<file path="src/common/nvm_cmd_pkg.sv">
// Notes on behaviour
// - read value register holds byte of last triggered read, not default-load bytes, resets zero
// - busy flag bit 3 while read engine runs
// - trigger bit 2 starts read; poll busy, read result
// - command bit 7 starts one supply measurement
// - command bit 6 preloads next result into registers
// - command bit 5 clears all charge counters
// - command bit 4 starts charge counter calibration
// - command bit 2 reloads defaults from memory
// - command bit 0 forces full device reset
// - full reset clears registers, then reloads defaults
// - outputs held off until load, at most 400us; two cycles only if full reset meets a running or starting load
// - defaults reload keeps enabled converters running
package nvm_cmd_pkg;

  localparam int NVM_AW = 7;
  localparam int NVM_DW = 8;
  localparam int IDX_W  = 6;

  // register indices; byte address is four times the index
  localparam logic [IDX_W-1:0] IDX_NVM_ADDRESS        = 6'h0B;
  localparam logic [IDX_W-1:0] IDX_NVM_READ_VALUE     = 6'h0C;
  localparam logic [IDX_W-1:0] IDX_NVM_STATUS_CONTROL = 6'h0E;
  localparam logic [IDX_W-1:0] IDX_COMMAND_STROBES    = 6'h10;
  localparam logic [IDX_W-1:0] IDX_IRQ_STATUS         = 6'h20;
  localparam logic [IDX_W-1:0] IDX_IRQ_MASK           = 6'h21;

  // field positions
  localparam int NVM_BUSY_BIT           = 3;
  localparam int NVM_TRIGGER_BIT        = 2;
  localparam int CMD_MEASURE_START_BIT  = 7;
  localparam int CMD_RESULT_PRELOAD_BIT = 6;
  localparam int CMD_CHARGE_CLEAR_BIT   = 5;
  localparam int CMD_CHARGE_CAL_BIT     = 4;
  localparam int CMD_DEFAULTS_RELOAD_BIT = 2;
  localparam int CMD_FULL_RESET_BIT     = 0;

  localparam int IRQ_W              = 3;
  localparam int IRQ_READ_DONE_BIT  = 0;
  localparam int IRQ_LOAD_DONE_BIT  = 1;
  localparam int IRQ_PRELOAD_BIT    = 2;

  // reset values
  localparam logic [NVM_DW-1:0] RESET_BYTE = 8'h00;
  localparam logic [NVM_AW-1:0] RESET_ADDR = 7'h00;
  localparam logic [IRQ_W-1:0]  RESET_IRQ  = 3'h0;

  // timing
  localparam int CLOCK_KHZ       = 10000;
  localparam int LOAD_MAX_US     = 400;
  localparam int LOAD_MAX_CYCLES = (LOAD_MAX_US * CLOCK_KHZ) / 1000;
  localparam int DEFAULT_COUNT   = 16;

  typedef struct packed {
    logic              valid;
    logic [NVM_AW-1:0] addr;
    logic [NVM_DW-1:0] data;
  } default_write_s;

endpackage : nvm_cmd_pkg

</file>
<file path="src/rtl/nvm_fetch.sv">
`timescale 1ns/1ps
// single-location read engine of the configuration memory
module nvm_fetch #(
  parameter int AW = nvm_cmd_pkg::NVM_AW,
  parameter int DW = nvm_cmd_pkg::NVM_DW
) (
  input  wire logic          i_clock,
  input  wire logic          i_rst_b,
  input  wire logic          i_start,
  input  wire logic [AW-1:0] i_addr,
  input  wire logic          i_mem_valid,
  input  wire logic [DW-1:0] i_mem_data,
  output logic               o_mem_rd,
  output logic [AW-1:0]      o_mem_addr,
  output logic               o_busy,
  output logic               o_done,
  output logic [DW-1:0]      o_data
);

  typedef enum logic [0:0] {FETCH_IDLE, FETCH_WAIT} fetch_state_e;

  fetch_state_e state_q;
  wire logic    take;
  wire logic    finish;

  if (AW < 1 || DW < 1) begin : g_bad_width
    $error("nvm_fetch: widths must be positive");
  end

  assign take   = (state_q == FETCH_IDLE) && i_start;
  assign finish = (state_q == FETCH_WAIT) && i_mem_valid;

  always_ff @(posedge i_clock) begin
    if (!i_rst_b) begin
      state_q    <= FETCH_IDLE;
      o_mem_rd   <= 1'b0;
      o_mem_addr <= '0;
      o_busy     <= 1'b0;
      o_done     <= 1'b0;
      o_data     <= '0;
    end else begin
      o_mem_rd <= take;
      o_done   <= finish;
      if (take) begin
        state_q    <= FETCH_WAIT;
        o_mem_addr <= i_addr;
        o_busy     <= 1'b1;
      end
      if (finish) begin
        state_q <= FETCH_IDLE;
        o_busy  <= 1'b0;
        o_data  <= i_mem_data;
      end
    end
  end

endmodule : nvm_fetch

</file>
<file path="src/rtl/defaults_loader.sv">
`timescale 1ns/1ps
// walks the default locations of the memory and emits control register writes
module defaults_loader #(
  parameter int COUNT      = nvm_cmd_pkg::DEFAULT_COUNT,
  parameter int MAX_CYCLES = nvm_cmd_pkg::LOAD_MAX_CYCLES
) (
  input  wire logic                        i_clock,
  input  wire logic                        i_rst_b,
  input  wire logic                        i_start,
  input  wire logic                        i_hold,
  input  wire logic                        i_fetch_busy,
  input  wire logic                        i_fetch_done,
  input  wire logic [nvm_cmd_pkg::NVM_DW-1:0] i_fetch_data,
  output logic                             o_fetch_start,
  output logic [nvm_cmd_pkg::NVM_AW-1:0]   o_fetch_addr,
  output nvm_cmd_pkg::default_write_s      o_write,
  output logic                             o_hold,
  output logic                             o_busy,
  output logic                             o_done
);

  localparam int TW = $clog2(MAX_CYCLES + 1);

  typedef enum logic [1:0] {LOAD_IDLE, LOAD_ISSUE, LOAD_WAIT} load_state_e;

  load_state_e                      state_q;
  logic [nvm_cmd_pkg::NVM_AW-1:0]   idx_q;
  logic [TW-1:0]                    timer_q;
  wire logic                        last;
  wire logic                        expired;
  wire logic                        finish;

  if (COUNT < 1 || COUNT > (1 << nvm_cmd_pkg::NVM_AW)) begin : g_bad_count
    $error("defaults_loader: bad COUNT");
  end
  if (MAX_CYCLES < 1) begin : g_bad_cycles
    $error("defaults_loader: bad MAX_CYCLES");
  end

  assign last    = (idx_q == nvm_cmd_pkg::NVM_AW'(COUNT - 1));
  assign expired = (timer_q == TW'(MAX_CYCLES - 1));
  assign finish  = (state_q != LOAD_IDLE) && (expired || (state_q == LOAD_WAIT && i_fetch_done && last));

  always_ff @(posedge i_clock) begin
    if (!i_rst_b) begin
      state_q       <= LOAD_IDLE;
      idx_q         <= '0;
      timer_q       <= '0;
      o_fetch_start <= 1'b0;
      o_fetch_addr  <= '0;
      o_write       <= '0;
      o_hold        <= 1'b0;
      o_busy        <= 1'b0;
      o_done        <= 1'b0;
    end else begin
      o_fetch_start <= 1'b0;
      o_write.valid <= 1'b0;
      o_done        <= finish;
      unique case (state_q)
        LOAD_IDLE: begin
          if (i_start) begin
            state_q <= LOAD_ISSUE;
            idx_q   <= '0;
            timer_q <= '0;
            o_busy  <= 1'b1;
            o_hold  <= i_hold;
          end
        end
        LOAD_ISSUE: begin
          timer_q <= timer_q + 1'b1;
          if (!i_fetch_busy) begin
            o_fetch_start <= 1'b1;
            o_fetch_addr  <= idx_q;
            state_q       <= LOAD_WAIT;
          end
        end
        LOAD_WAIT: begin
          timer_q <= timer_q + 1'b1;
          if (i_fetch_done) begin
            o_write <= '{valid: 1'b1, addr: idx_q, data: i_fetch_data};
            idx_q   <= idx_q + 1'b1;
            state_q <= LOAD_ISSUE;
          end
        end
      endcase
      if (finish) begin
        state_q <= LOAD_IDLE;
        o_busy  <= 1'b0;
        o_hold  <= 1'b0;
      end
    end
  end

endmodule : defaults_loader

</file>
<file path="src/rtl/nvm_command_regs.sv">
// Implementation choice: the APB register port.
`timescale 1ns/1ps
// memory readback and command strobe register bank on APB
module nvm_command_regs #(
  parameter int DEFAULT_COUNT = nvm_cmd_pkg::DEFAULT_COUNT,
  parameter int LOAD_CYCLES   = nvm_cmd_pkg::LOAD_MAX_CYCLES
) (
  input  wire logic                           i_clock,
  input  wire logic                           i_rst_b,
  input  wire logic                           i_psel,
  input  wire logic                           i_penable,
  input  wire logic                           i_pwrite,
  input  wire logic [7:0]                     i_paddr,
  input  wire logic [31:0]                    i_pwdata,
  output logic [31:0]                         o_prdata,
  output logic                                o_pready,
  output logic                                o_pslverr,
  input  wire logic                           i_nvm_valid,
  input  wire logic [nvm_cmd_pkg::NVM_DW-1:0] i_nvm_data,
  output logic                                o_nvm_rd,
  output logic [nvm_cmd_pkg::NVM_AW-1:0]      o_nvm_addr,
  input  wire logic                           i_conversion_done,
  output logic                                o_measure_start,
  output logic                                o_result_preload,
  output logic                                o_charge_count_clear,
  output logic                                o_charge_cal_start,
  output logic                                o_regs_clear,
  output nvm_cmd_pkg::default_write_s         o_default_write,
  output logic                                o_outputs_hold,
  output logic                                o_load_busy,
  output logic                                o_irq
);

  localparam int AW = nvm_cmd_pkg::NVM_AW;
  localparam int DW = nvm_cmd_pkg::NVM_DW;
  localparam int IW = nvm_cmd_pkg::IRQ_W;

  logic [AW-1:0] nvm_address_q;
  logic [DW-1:0] read_value_q;
  logic          trigger_q;
  logic          host_read_q;
  logic          preload_armed_q;
  logic [IW-1:0] irq_status_q;
  logic [IW-1:0] irq_mask_q;
  logic [IW-1:0] irq_status_d;

  wire logic [nvm_cmd_pkg::IDX_W-1:0] idx;
  wire logic          aligned;
  wire logic          hit_address;
  wire logic          hit_value;
  wire logic          hit_status_control;
  wire logic          hit_command;
  wire logic          hit_irq_status;
  wire logic          hit_irq_mask;
  wire logic          mapped;
  wire logic          access;
  wire logic          fire;
  wire logic          wr_fire;
  wire logic          rd_fire;
  wire logic [7:0]    wbyte;
  wire logic          cmd_wr;
  wire logic          full_reset;
  wire logic          reload;
  wire logic [7:0]    status_control_view;
  wire logic [31:0]   read_mux;
  wire logic [IW-1:0] irq_events;
  wire logic [IW-1:0] irq_clear;

  wire logic          fetch_start;
  wire logic [AW-1:0] fetch_addr;
  wire logic          fetch_busy;
  wire logic          fetch_done;
  wire logic [DW-1:0] fetch_data;
  wire logic          host_start;
  wire logic          load_start;
  wire logic          load_fetch_start;
  wire logic [AW-1:0] load_fetch_addr;
  wire logic          load_busy;
  wire logic          load_done;
  wire logic          load_hold;
  wire logic          host_done;

  // address decode: one aligned word per register index
  assign idx                = i_paddr[7:2];
  assign aligned            = (i_paddr[1:0] == 2'h0);
  assign hit_address        = aligned && (idx == nvm_cmd_pkg::IDX_NVM_ADDRESS);
  assign hit_value          = aligned && (idx == nvm_cmd_pkg::IDX_NVM_READ_VALUE);
  assign hit_status_control = aligned && (idx == nvm_cmd_pkg::IDX_NVM_STATUS_CONTROL);
  assign hit_command        = aligned && (idx == nvm_cmd_pkg::IDX_COMMAND_STROBES);
  assign hit_irq_status     = aligned && (idx == nvm_cmd_pkg::IDX_IRQ_STATUS);
  assign hit_irq_mask       = aligned && (idx == nvm_cmd_pkg::IDX_IRQ_MASK);
  assign mapped             = hit_address || hit_value || hit_status_control || hit_command
                              || hit_irq_status || hit_irq_mask;

  // one wait state: request taken at the edge where pready is already high
  assign access  = i_psel && i_penable && !o_pready;
  assign fire    = i_psel && i_penable && o_pready;
  assign wr_fire = fire && i_pwrite && mapped;
  assign rd_fire = fire && !i_pwrite && mapped;
  assign wbyte   = i_pwdata[7:0];

  assign cmd_wr     = wr_fire && hit_command;
  assign full_reset = cmd_wr && wbyte[nvm_cmd_pkg::CMD_FULL_RESET_BIT];
  assign reload     = cmd_wr && wbyte[nvm_cmd_pkg::CMD_DEFAULTS_RELOAD_BIT];

  // reserved bits read as zero; busy covers pending and running reads
  assign status_control_view = {4'h0, trigger_q || host_read_q, trigger_q, 2'h0};

  assign read_mux = hit_address        ? {25'h0, nvm_address_q} :
                    hit_value          ? {24'h0, read_value_q} :
                    hit_status_control ? {24'h0, status_control_view} :
                    hit_irq_status     ? {29'h0, irq_status_q} :
                    hit_irq_mask       ? {29'h0, irq_mask_q} :
                    32'h0000_0000;

  // memory port arbitration: the default load owns it while it runs
  assign host_start  = trigger_q && !fetch_busy && !load_busy && !host_read_q;
  assign load_start  = (reload && !load_busy) || o_regs_clear;
  assign fetch_start = load_busy ? load_fetch_start : host_start;
  assign fetch_addr  = load_busy ? load_fetch_addr : nvm_address_q;
  assign host_done   = fetch_done && host_read_q;

  assign irq_events[nvm_cmd_pkg::IRQ_READ_DONE_BIT] = host_done;
  assign irq_events[nvm_cmd_pkg::IRQ_LOAD_DONE_BIT] = load_done;
  assign irq_events[nvm_cmd_pkg::IRQ_PRELOAD_BIT]   = preload_armed_q && i_conversion_done;
  assign irq_clear    = (rd_fire && hit_irq_status) ? {IW{1'b1}} : {IW{1'b0}};
  assign irq_status_d = (irq_status_q & ~irq_clear) | irq_events;  // set wins over clear

  nvm_fetch #(
    .AW (AW),
    .DW (DW)
  ) u_fetch (
    .i_clock     (i_clock),
    .i_rst_b     (i_rst_b),
    .i_start     (fetch_start),
    .i_addr      (fetch_addr),
    .i_mem_valid (i_nvm_valid),
    .i_mem_data  (i_nvm_data),
    .o_mem_rd    (o_nvm_rd),
    .o_mem_addr  (o_nvm_addr),
    .o_busy      (fetch_busy),
    .o_done      (fetch_done),
    .o_data      (fetch_data)
  );

  defaults_loader #(
    .COUNT      (DEFAULT_COUNT),
    .MAX_CYCLES (LOAD_CYCLES)
  ) u_loader (
    .i_clock       (i_clock),
    .i_rst_b       (i_rst_b),
    .i_start       (load_start),
    .i_hold        (o_regs_clear),
    .i_fetch_busy  (fetch_busy),
    .i_fetch_done  (fetch_done),
    .i_fetch_data  (fetch_data),
    .o_fetch_start (load_fetch_start),
    .o_fetch_addr  (load_fetch_addr),
    .o_write       (o_default_write),
    .o_hold        (load_hold),
    .o_busy        (load_busy),
    .o_done        (load_done)
  );

  // bus answer
  always_ff @(posedge i_clock) begin
    if (!i_rst_b) begin
      o_pready  <= 1'b0;
      o_pslverr <= 1'b0;
      o_prdata  <= 32'h0000_0000;
    end else begin
      o_pready  <= access;
      o_pslverr <= access && !mapped;
      o_prdata  <= (access && !i_pwrite) ? read_mux : 32'h0000_0000;
    end
  end

  // one-cycle command strobes
  always_ff @(posedge i_clock) begin
    if (!i_rst_b) begin
      o_measure_start      <= 1'b0;
      o_charge_count_clear <= 1'b0;
      o_charge_cal_start   <= 1'b0;
      o_regs_clear         <= 1'b0;
    end else begin
      o_measure_start      <= cmd_wr && wbyte[nvm_cmd_pkg::CMD_MEASURE_START_BIT];
      o_charge_count_clear <= cmd_wr && wbyte[nvm_cmd_pkg::CMD_CHARGE_CLEAR_BIT];
      o_charge_cal_start   <= cmd_wr && wbyte[nvm_cmd_pkg::CMD_CHARGE_CAL_BIT];
      o_regs_clear         <= full_reset;
    end
  end

  // readback registers
  always_ff @(posedge i_clock) begin
    if (!i_rst_b || full_reset) begin
      nvm_address_q <= nvm_cmd_pkg::RESET_ADDR;
      read_value_q  <= nvm_cmd_pkg::RESET_BYTE;
      trigger_q     <= 1'b0;
      host_read_q   <= 1'b0;
    end else begin
      if (wr_fire && hit_address) begin
        nvm_address_q <= wbyte[AW-1:0];
      end
      if (wr_fire && hit_status_control && wbyte[nvm_cmd_pkg::NVM_TRIGGER_BIT]) begin
        trigger_q <= 1'b1;
      end else if (host_start) begin
        trigger_q <= 1'b0;
      end
      if (host_start) begin
        host_read_q <= 1'b1;
      end else if (host_done) begin
        host_read_q <= 1'b0;
      end
      if (host_done) begin
        read_value_q <= fetch_data;
      end
    end
  end

  // measurement preload, interrupt status and mask
  always_ff @(posedge i_clock) begin
    if (!i_rst_b || full_reset) begin
      preload_armed_q <= 1'b0;
      irq_status_q    <= nvm_cmd_pkg::RESET_IRQ;
      irq_mask_q      <= nvm_cmd_pkg::RESET_IRQ;
    end else begin
      if (cmd_wr && wbyte[nvm_cmd_pkg::CMD_RESULT_PRELOAD_BIT]) begin
        preload_armed_q <= 1'b1;
      end else if (i_conversion_done) begin
        preload_armed_q <= 1'b0;
      end
      irq_status_q <= irq_status_d;
      if (wr_fire && hit_irq_mask) begin
        irq_mask_q <= wbyte[IW-1:0];
      end
    end
  end

  // outputs toward the analog side
  always_ff @(posedge i_clock) begin
    if (!i_rst_b) begin
      o_result_preload <= 1'b0;
      o_outputs_hold   <= 1'b0;
      o_load_busy      <= 1'b0;
      o_irq            <= 1'b0;
    end else begin
      o_result_preload <= preload_armed_q && !full_reset;
      o_outputs_hold   <= full_reset || o_regs_clear || load_hold;
      o_load_busy      <= load_busy || load_start;
      o_irq            <= |(irq_status_d & irq_mask_q);
    end
  end

endmodule : nvm_command_regs

</file>
<file path="config.mk">
export PLATFORM = sky130hd
export DESIGN_NAME = nvm_command_regs
export DESIGN_NICKNAME = d
export VERILOG_FILES = /design/src/common/nvm_cmd_pkg.sv /design/src/rtl/nvm_fetch.sv /design/src/rtl/defaults_loader.sv /design/src/rtl/nvm_command_regs.sv
export SDC_FILE = /design/constraint.sdc
export NUM_CORES = 1
export LEC_CHECK = 0
export BUFFER_PORTS_ARGS = -buffer_cell sky130_fd_sc_hd__buf_2
export CORE_MARGIN = 2
export CORE_UTILIZATION = 45
export DETAILED_ROUTE_END_ITERATION = 12
export MAX_ROUTING_LAYER = met4
export PLACE_DENSITY = 0.72
export SLEW_MARGIN = 30
export SYNTH_ARGS = -nofsm -noshare
export SYNTH_HDL_FRONTEND = slang
export SYNTH_HIERARCHICAL = 1
export SYNTH_SLANG_ARGS = --single-unit
</file>
<file path="constraint.sdc">
create_clock -name i_clock -period 2.1 [get_ports i_clock]
set_input_delay 0.105 -clock i_clock [delete_from_list [all_inputs] [get_ports i_clock]]
set_output_delay 0.105 -clock i_clock [all_outputs]
set_load 0.01 [all_outputs]
</file>
==> flow_summary.json, run 1 <==
{
  "synth_area_leaders": "dfxtp_1 (46%), nand2_1 (7.0%), mux2i_1 (5.1%)",
  "cts_buffers": 9,
  "drtAntennaViolNets": 0,
  "cts_buffer_depth": 2,
  "synth_seq_cells": 108,
  "powerDensity_mw_per_mm2": 717,
  "yosysSeqAreaShare_pct": 45.6,
  "startpoint_type": "register",
  "violations": "negative setup slack",
  "cts.sinks": 108,
  "ff2ff_setup_slack_ns": -0.02,
  "cts_tree": "yes",
  "max_slew_margin_pct": 45.8,
  "synth_top_area_share_pct": 45.6,
  "antenna_found_initial": 0,
  "grt_max_degree": 35,
  "rr_endpoint": "u_loader/idx_q[6]",
  "synth_area_leader_cell": "dfxtp_1",
  "drive_gt1_share_pct": 25.5,
  "cpMostUsedCell": "and4_4",
  "ys_types": 66,
  "via_per_inst": 5.12,
  "gp_congestion": 0.879,
  "grt_usage_pct": 20.6,
  "port_buffers": 72,
  "drt_wl_total_mm": 11.1,
  "critPathLaunch": "o_pready",
  "fp.dieH_um": 107,
  "n_antenna_cell": 0,
  "cts.htree.levels": 3,
  "rsz0062_at_grt": "yes",
  "worst_pin_slew_ns": 0.811,
  "fin_area_mm2": 0.00560,
  "critPathArrivalTime_ns": 2.45,
  "setup_viol": 1,
  "holdWs_ns": 0.0106,
  "fin_skew_ns": 0.0172,
  "syn_area_mm2": 0.00474,
  "critPathSlowestCell": "or4_4",
  "ys.flop_type": "dfxtp_1",
  "ioPinCount": 121,
  "critical_path_class": "register to register",
  "grt_pass1_wl_mm": 18.2,
  "maxCapViolCount": 0,
  "nets": 690,
  "critical_path.top_delay_family": "simple AND/OR/NAND/NOR gates",
  "reg2regPathDepth": 8,
  "setup_ws_ns": -0.0207,
  "fp.dieW_um": 107,
  "drt_iter0_drc": 229,
  "finish.utilization_pct": 54.5,
  "crit_fanout": 3,
  "clock_latency_ns": 0.39,
  "final_hold_viol_count": 0,
  "synthCells": 535,
  "hpwl_mm": 8.21,
  "crit_chain": "and4_4, and4_4, nand2_4, o21bai_4, nor2b_4, or4_4, or3_4, a21oi_2",
  "power.leakage_nw": 2.27,
  "initial_utilization_pct": 46.2,
  "drt_pass1_iterations": 4,
  "pre_cts_ws_ns": 0.0363,
  "yosysWarnings": 6,
  "clkTransAtPathRegs_ns": 0.11,
  "avgSynthCellArea_um2": 8.87,
  "max_stage_delay_ns": 0.49,
  "endpoint": "u_loader/idx_q[6]",
  "vdd_drop_max_mv": 0.348,
  "cts-root-buf": "clkbuf_8",
  "place_inst": 741,
  "synth-async-reset-ratio_pct": 0,
  "route.vias.total": 3944,
  "crit_path_end_kind": "register",
  "rows": 37,
  "synth-edff-count": 0,
  "slew_viol_final": 0,
  "finalSetupTns_ns": -0.0207,
  "layout_min_cycle_time_ns": 2.12,
  "rr_startpoint": "o_pready",
  "grt_pass1_vias": 3781,
  "status": "finished, violations left",
  "finalCritPeriodShare_pct": 101,
  "crit_cells": 8,
  "route.detailed.drc": 0,
  "syn_to_final_growth_pct": 18.1,
  "fmax_mhz": 472,
  "final_cells": 771,
  "placed_area_mm2": 0.00525,
  "hp-class": "input port to register",
  "gr-total-overflow": 0,
  "path_buf_inv": 0,
  "power_mw": 4.02,
  "synth_most_common_cell": "dfxtp_1",
  "coreArea_mm2": 0.0103,
  "synthTopCellsByCount": "dfxtp_1 (108), nand2_1 (89), a21oi_1 (45), nor2_1 (41), buf_4 (25)",
  "die_area_mm2": 0.0114,
  "crit_required_ns": 2.43,
  "wl_per_cell_um": 14.5
}
cells by family after synthesis:
family / count (synthesis) / synth area share (%)
AND/OR/NAND/NOR: 222 / 24.0
multiplexers: 32 / 6.96
AO/OA/AOI/OAI: 95 / 12.3
XOR/XNOR: 10 / 1.85
adder cells (fa/ha/maj): 5 / 1.32
flip-flops: 108 / 45.6
other: 1 / 0.0791
buffers and inverters: 62 / 7.97
layer usage:
layer  global-route usage, %  wire (um)  vias to the layer above
met4                    8.53        231                        0
met2                    33.1       5240                      110
met1                    26.0       5170                     1820
li1                        -          -                     1998
met3                    3.10        508                       16
met5                       -          0                        -
cell type report:
cell class	count	area [um^2]
Clock buffer	9	124
Clock inverter	7	80.1
Fill cell	970	4680
Inverter	10	37.5
Multi-Input combinational cell	388	2330
Sequential cell	108	2160
Tap cell	136	170
Timing Repair Buffer	113	698
sequential cells by signal (all words and copies together) (netlist names), 2 cells and up:
name,cells
u_loader/timer_q,12
irq_status_q,3
u_fetch/o_data,8
read_value_q,8
u_loader/idx_q,7
o_prdata,8
nvm_address_q,7
u_fetch/o_mem_addr,7
u_loader/state_q,2
u_loader/o_write,16
irq_mask_q,3
u_loader/o_fetch_addr,7
timing repair:
item,CTS,global route
hold endpoints to repair,14,0
resized for setup,0,3
buffers inserted,0,2
pin swaps,1,2
hold buffers,12,0
cloned,0,0
setup endpoints to repair,1,5
report_power, final:
group	switching, mW	internal [mW]
registers	0.0247	2.08
clock network	0.798	0.472
logic	0.394	0.247
total	1.22	2.80
cell usage in the layout, fill, tap and decap left out, drive strengths merged, types with 12 or more instances in the layout:
| cell type | count |
|---|---|
| o21ai | 26 |
| nor2 | 48 |
| nand2 | 89 |
| nand4 | 18 |
| dlygate4sd3 | 12 |
| a21oi | 45 |
| dfxtp | 108 |
| conb | 24 |
| mux2i | 24 |
| buf | 101 |
worst min-delay path by stage:
stage	end	cells past startpoint	start	slack (ns)
global placement	o_measure_start	2	i_pwdata[7]	0.35
finish	preload_armed_q	3	i_pwdata[6]	0.01
detailed placement	o_measure_start	2	i_pwdata[7]	0.35
CTS	preload_armed_q	3	i_pwdata[6]	0.001
global route	preload_armed_q	3	i_pwdata[6]	0.008
floorplan	preload_armed_q	2	i_pwdata[6]	0.24
worst reg2reg max path, stage by stage (launching register included):
cell	delay (ns)
dfxtp_2	0.34
and4_4	0.21
and4_4	0.26
nand2_4	0.06
o21bai_4	0.20
nor2b_4	0.06
or4_4	0.49
or3_4	0.34
a21oi_2	0.12
No activity file was read; power rests on OpenSTA's default activity.
==> run 2: changes to the inputs <==
--- a/config.mk
+++ b/config.mk
@@ -6,8 +6,10 @@
 export NUM_CORES = 1
 export LEC_CHECK = 0
 export BUFFER_PORTS_ARGS = -buffer_cell sky130_fd_sc_hd__buf_2
+export CORE_ASPECT_RATIO = 0.75
 export CORE_MARGIN = 2
 export CORE_UTILIZATION = 45
+export CTS_CLUSTER_SIZE = 12
 export DETAILED_ROUTE_END_ITERATION = 12
 export MAX_ROUTING_LAYER = met4
 export PLACE_DENSITY = 0.72
==> run 2 against run 1 <==
The run now ends clean. Core utilization down 0.054 points. Fmax up 1.7%. First-iteration DRC count down 7.4%. Power up 12%. Routed wire length about the same. Sequential share of layout area about the same. Clock-buffer cell count up 1. Combinational power up 3%. Sequential power about the same. Clock power up 36%. Register-to-register slack better by 0.03 ns. Critical path type unchanged. Critical endpoint unchanged. Highest routed layer unchanged.
==> flow_summary.json, run 2 (same netlist as run 1, synthesis figures left out) <==
{
  "clock_latency_ns": 0.35,
  "drt-met1-wl_mm": 5.31,
  "top_regs": "u_loader/o_write x16, u_loader/timer_q x12",
  "clkTransAtPathRegs_ns": 0.07,
  "antenna_found_initial": 0,
  "wl_met3_um": 632,
  "route.detailed.drc": 0,
  "drt_pass1_iterations": 5,
  "rsz0062_at_grt": "yes",
  "cts-root-buf": "clkbuf_16",
  "fp.dieH_um": 92.9,
  "port_buffers": 72,
  "place_inst": 743,
  "critPathSlowestCell": "or4_4",
  "status": "finished clean",
  "ioPinCount": 121,
  "layout_common_cells": "dfxtp_1 (107), nand2_1 (88), buf_2 (72)",
  "pre_cts_ws_ns": -0.0167,
  "setup_viol": 0,
  "max_slew_margin_pct": 44.1,
  "die_area_mm2": 0.0114,
  "layout_commonest_cell": "dfxtp_1",
  "cts_tree": "yes",
  "gr-total-overflow": 0,
  "crit_path_end_kind": "register",
  "cts.htree.levels": 3,
  "gp_congestion": 0.910,
  "placed_area_mm2": 0.00527,
  "cpMostUsedCell": "and4_4",
  "finalCritPeriodShare_pct": 99.3,
  "slew_viol_final": 0,
  "nets": 681,
  "layout_min_cycle_time_ns": 2.09,
  "final_cells": 762,
  "hpwl_mm": 8.21,
  "fp.dieW_um": 123,
  "grt_pass1_wl_mm": 17.9,
  "syn_to_final_growth_pct": 18.1,
  "coreArea_mm2": 0.0103,
  "fillers": 943,
  "power.leakage_nw": 2.28,
  "grt_max_degree": 47,
  "fmax_mhz": 479,
  "drtAntennaViolNets": 0,
  "cts_buffer_depth": 2,
  "crit_required_ns": 2.38,
  "drive_gt1_share_pct": 25.7,
  "path_buf_inv": 0,
  "top_register": "u_loader/o_write",
  "crit_fanout": 3,
  "power_mw": 4.49,
  "n_antenna_cell": 0,
  "final_hold_viol_count": 0,
  "startpoint_type": "register",
  "drt_iter0_drc": 212,
  "critical_path_class": "register to register",
  "grt_usage_pct": 20.6,
  "largest_register_ffs": 16,
  "fin_skew_ns": 0.00971,
  "setup_ws_ns": 0.0140,
  "worst_pin_slew_ns": 0.837,
  "vdd_drop_max_mv": 0.732,
  "cts_buffers": 9,
  "drt_wl_total_mm": 11.1,
  "max_stage_delay_ns": 0.49,
  "grt_pass1_vias": 3701,
  "maxCapViolCount": 0,
  "wl_met2_mm": 5.12,
  "crit_chain": "and4_4, and4_4, nand2_4, o21bai_4, nor2b_4, or4_4, or3_1, a21oi_1",
  "initial_utilization_pct": 46.1,
  "routed.top_layer": "met4",
  "fin_area_mm2": 0.00560,
  "cts.sinks": 108,
  "critical_path.top_delay_family": "simple AND/OR/NAND/NOR gates",
  "route.vias.total": 3950,
  "rows": 32,
  "hp-class": "input port to register",
  "wl_per_cell_um": 14.6,
  "via_per_inst": 5.18,
  "critPathArrivalTime_ns": 2.37,
  "powerDensity_mw_per_mm2": 802
}
## run 2: cell types whose count changed in the layout (fill, tap and decap cells not counted), moves of 2 or more
| cell | previous run | this run |
|---|---|---|
| dlygate4sd3_1 | 12 | 2 |
| clkbuf_16 | 0 | 9 |
| clkbuf_8 | 9 | 0 |
| clkinv_4 | 2 | 0 |
| clkinv_8 | 2 | 0 |
| inv_6 | 0 | 2 |
## run 2: final timing paths
kind	startpoint	to	slack, ns	cells after the start
min reg2reg	read_value_q[1]	o_prdata[1]	0.45	2
max	o_pready	u_loader/idx_q[6]	0.01	8
min	i_pwdata[5]	o_charge_count_clear	0.005	2
max reg2reg	o_pready	u_loader/idx_q[6]	0.01	8
## run 2: routing by layer
metal	track usage, %	vias to the layer above
li1	-	1976
met1	27.8	1858
met2	31.4	107
met3	4.68	9
met4	5.27	0
met5	-	-
## run 2: stage by stage
step | TNS (ns) | utilization (%) | hold WS (ns)
after global routing | -0.0808 | 54.5 | 0.00810
after global placement | 0 | 51.2 | 0.337
final | 0 | 54.5 | 0.00490
after detailed placement | -0.0258 | 51.2 | 0.341
after floorplan | -0.0271 | - | 0.244
after CTS | 0 | 54.4 | 0.000801
## run 2: report_power, final
| part | total (mW) | internal, mW | leakage (nW) | switching, mW |
|---|---|---|---|---|
| combinational | 0.659 | 0.253 | 1.26 | 0.406 |
| sequential | 2.10 | 2.08 | 0.871 | 0.0214 |
| clock | 1.73 | 0.941 | 0.145 | 0.793 |
## run 2: repair_timing
action / in CTS / in global routing
pin swaps: 1 / 0
resized for setup: 1 / 1
hold endpoints to repair: 2 / 0
setup endpoints to repair: 3 / 6
hold buffers: 2 / 0
buffers inserted: 1 / 0
## run 2: worst reg2reg max path: stages, from the launching register on
cell and delay, ns:
dfxtp_2 0.33, and4_4 0.22, and4_4 0.25, nand2_4 0.06, o21bai_4 0.16, nor2b_4 0.07
or4_4 0.49, or3_1 0.32, a21oi_1 0.12
## run 2: layout make-up
type	instances	area, um^2	area share, %
well taps	136	170	3.04
flip-flops and latches	108	2160	38.6
inverters	10	37.5	0.670
clock buffers	10	229	4.09
multi-input cells	388	2330	41.5
clock inverters	6	71.3	1.27
repair buffers	104	606	10.8
==> run 3: changes to the inputs <==
--- a/config.mk
+++ b/config.mk
@@ -8,13 +8,11 @@
 export BUFFER_PORTS_ARGS = -buffer_cell sky130_fd_sc_hd__buf_2
 export CORE_ASPECT_RATIO = 0.75
 export CORE_MARGIN = 2
-export CORE_UTILIZATION = 45
+export CORE_UTILIZATION = 35
 export CTS_CLUSTER_SIZE = 12
 export DETAILED_ROUTE_END_ITERATION = 12
 export MAX_ROUTING_LAYER = met4
-export PLACE_DENSITY = 0.72
 export SLEW_MARGIN = 30
 export SYNTH_ARGS = -nofsm -noshare
 export SYNTH_HDL_FRONTEND = slang
-export SYNTH_HIERARCHICAL = 1
 export SYNTH_SLANG_ARGS = --single-unit
==> run 3 against run 2 <==
Worst setup slack gained 0.27 ns. Sequential share of layout area grew 0.39 points. Flip-flop and latch count is the same. Clock-buffer cell count is the same. Worst hold slack gained 0.0056 ns. Clock skew shrank 0.0038 ns. Register-to-register slack gained 0.27 ns. Synthesized area grew 0.24%. First-iteration DRC count grew 26%. Critical endpoint is now u_loader.idx_q[3]. Largest power group unchanged.
==> flow_summary.json, run 3 <==
{
  "finalSetupTns_ns": 0,
  "crit_cells": 6,
  "initial_utilization_pct": 36.3,
  "startpoint_type": "register",
  "critPathLaunch": "u_loader.state_q[0]",
  "grt_pass1_vias": 3956,
  "ys.flop_type": "dfxtp_1",
  "synth_top_area_share_pct": 45.5,
  "fp.dieH_um": 105,
  "cts_tree": "yes",
  "fp.dieW_um": 139,
  "critPathArrivalTime_ns": 2.07,
  "pre_cts_ws_ns": 0.279,
  "via_per_inst": 5.29,
  "gr-total-overflow": 0,
  "rr_startpoint": "u_loader.state_q[0]",
  "synth-edff-count": 0,
  "critical_path_class": "register to register",
  "largest_register_ffs": 16,
  "setup_ws_ns": 0.282,
  "layout_commonest_cell": "dfxtp_1",
  "clock_latency_ns": 0.35,
  "top_regs": "u_loader.o_write x16, u_loader.timer_q x12",
  "min_from": "i_nvm_data[2]",
  "coreArea_mm2": 0.0131,
  "synth_seq_cells": 108,
  "maxCapViolCount": 0,
  "layout_common_cells": "dfxtp_1 (108), nand2_1 (86), buf_2 (72)",
  "drt_iter0_drc": 268,
  "rows": 36,
  "yosysSeqAreaShare_pct": 45.5,
  "drive_gt1_share_pct": 19.5,
  "final_hold_viol_count": 0,
  "layout_min_cycle_time_ns": 1.82,
  "slew_viol_final": 0,
  "port_buffers": 72,
  "drtAntennaViolNets": 0,
  "crit_path_end_kind": "register",
  "clkTransAtPathRegs_ns": 0.07,
  "syn_to_final_growth_pct": 16.6,
  "antenna_found_initial": 0,
  "cts_buffer_depth": 2,
  "cts_resized": 0,
  "route.detailed.drc": 0,
  "max_slew_margin_pct": 59.5,
  "finish.utilization_pct": 42.3,
  "powerDensity_mw_per_mm2": 846,
  "ff2ff_setup_slack_ns": 0.28,
  "rr_endpoint": "u_loader.idx_q[3]",
  "synth_area_leader_cell": "dfxtp_1",
  "route.vias.total": 4238,
  "power.leakage_nw": 2.25,
  "crit_chain": "inv_1, ha_1, nand2_1, nor2_1, o21ai_1, o32ai_1",
  "drt_pass1_iterations": 5,
  "critical_path.top_delay_family": "compound AO/OA/AOI/OAI gates",
  "path_buf_inv": 1,
  "synth_most_common_cell": "dfxtp_1",
  "synth-async-reset-ratio_pct": 0,
  "wl_per_cell_um": 15.2,
  "n_antenna_cell": 0,
  "grt_pass1_wl_mm": 19.7,
  "ioPinCount": 121,
  "endpoint": "u_loader.idx_q[3]",
  "synthCells": 553,
  "crit_fanout": 10,
  "rsz0062_at_grt": "no",
  "crit_required_ns": 2.35,
  "syn_area_mm2": 0.00475,
  "fin_skew_ns": 0.00592,
  "fmax_mhz": 550,
  "placed_area_mm2": 0.00524,
  "cts-root-buf": "clkbuf_16",
  "cts.sinks": 108,
  "gp_congestion": 0.883,
  "vdd_drop_max_mv": 0.508,
  "nets": 685,
  "ys_types": 59,
  "synth_area_leaders": "dfxtp_1 (45%), nand2_1 (6.8%), a21oi_1 (5.5%)",
  "hp-class": "input port to register",
  "setup_viol": 0,
  "grt_max_degree": 30,
  "critPathSlowestCell": "ha_1",
  "max_stage_delay_ns": 0.39,
  "yosysWarnings": 0,
  "avgSynthCellArea_um2": 8.60,
  "cts.htree.levels": 3,
  "die_area_mm2": 0.0145,
  "grt_usage_pct": 17.1,
  "worst_pin_slew_ns": 0.608,
  "drt_wl_total_mm": 12.1,
  "reg2regPathDepth": 6,
  "synthTopCellsByCount": "dfxtp_1 (108), nand2_1 (86), a21oi_1 (52), nor2_1 (39), nand3_1 (31)",
  "finalCritPeriodShare_pct": 86.6,
  "top_register": "u_loader.o_write",
  "status": "finished clean",
  "cts_buffers": 9,
  "hpwl_mm": 8.98,
  "fin_area_mm2": 0.00554
}
## run 3: cell count changes after synthesis, moves of 8 or more
cell / change
o21ai_0: -11
clkbuf_1: +10
a211oi_1: +8
nand4_1: -10
o21ai_2: -8
and3_1: +10
nand3_1: +20
## run 3: logic make-up after synthesis
group / after synthesis / share of synthesized area, %
other: 1 / 0.0789
and+or+nand+nor: 224 / 23.4
buffers and inverters: 70 / 8.13
adders and majority gates: 5 / 1.32
AOI/OAI and AO/OA: 126 / 17.6
muxes: 19 / 4.03
DFF: 108 / 45.5
## run 3: how the worst min path moves through the flow
stage / endpoint / depth (start not counted) / slack [ns]
floorplan: preload_armed_q / 2 / 0.24
global placement: o_measure_start / 2 / 0.34
detailed placement: o_measure_start / 2 / 0.34
CTS: u_fetch.o_data[2] / 3 / 0.006
global route: u_fetch.o_data[7] / 3 / 0.007
finish: u_fetch.o_data[2] / 3 / 0.01
## run 3: per-stage QoR
step / power, mW / instances / hold WS (ns)
after CTS: 4.71 / 801 / 0.00581
after global placement: 3.05 / 783 / 0.336
after floorplan: 2.81 / 576 / 0.244
after global routing: 4.89 / 801 / 0.00728
final: 4.69 / 801 / 0.0105
after detailed placement: 3.07 / 783 / 0.342
## run 3: power by group
part	internal [mW]	switching (mW)	leakage [nW]	total (mW)
sequential	2.08	0.0217	0.870	2.10
clock	0.853	0.793	0.146	1.65
combinational	0.339	0.609	1.23	0.949
## run 3: per-layer routing
layer / share of wire [%] / GRT usage (%) / vias to the layer above
met5: 0 / - / -
met4: 1.0 / 4.01 / 0
met3: 6.0 / 3.71 / 18
met2: 43 / 25.1 / 160
met1: 50 / 24.1 / 1989
li1: - / - / 2071
## run 3: layout make-up
class                           instances  area (um^2)
Inverter                               12         45.0
Clock buffer                           10          239
Tap cell                              171          214
Fill cell                            1311         7560
Sequential cell                       108         2160
Multi-Input combinational cell        398         2290
Clock inverter                          6         46.3
Timing Repair Buffer                   96          546
## run 3: timing repair
action | in CTS | in global routing
endpoints found under the setup margin | 0 | 0
setup buffers | 0 | 0
hold endpoints to repair | 2 | 0
hold buffers | 2 | 0
## run 3: tightest hold or removal path, stage by stage
cell and delay [ns]:
buf_2 0.10, nand3_1 0.06, a21oi_1 0.05
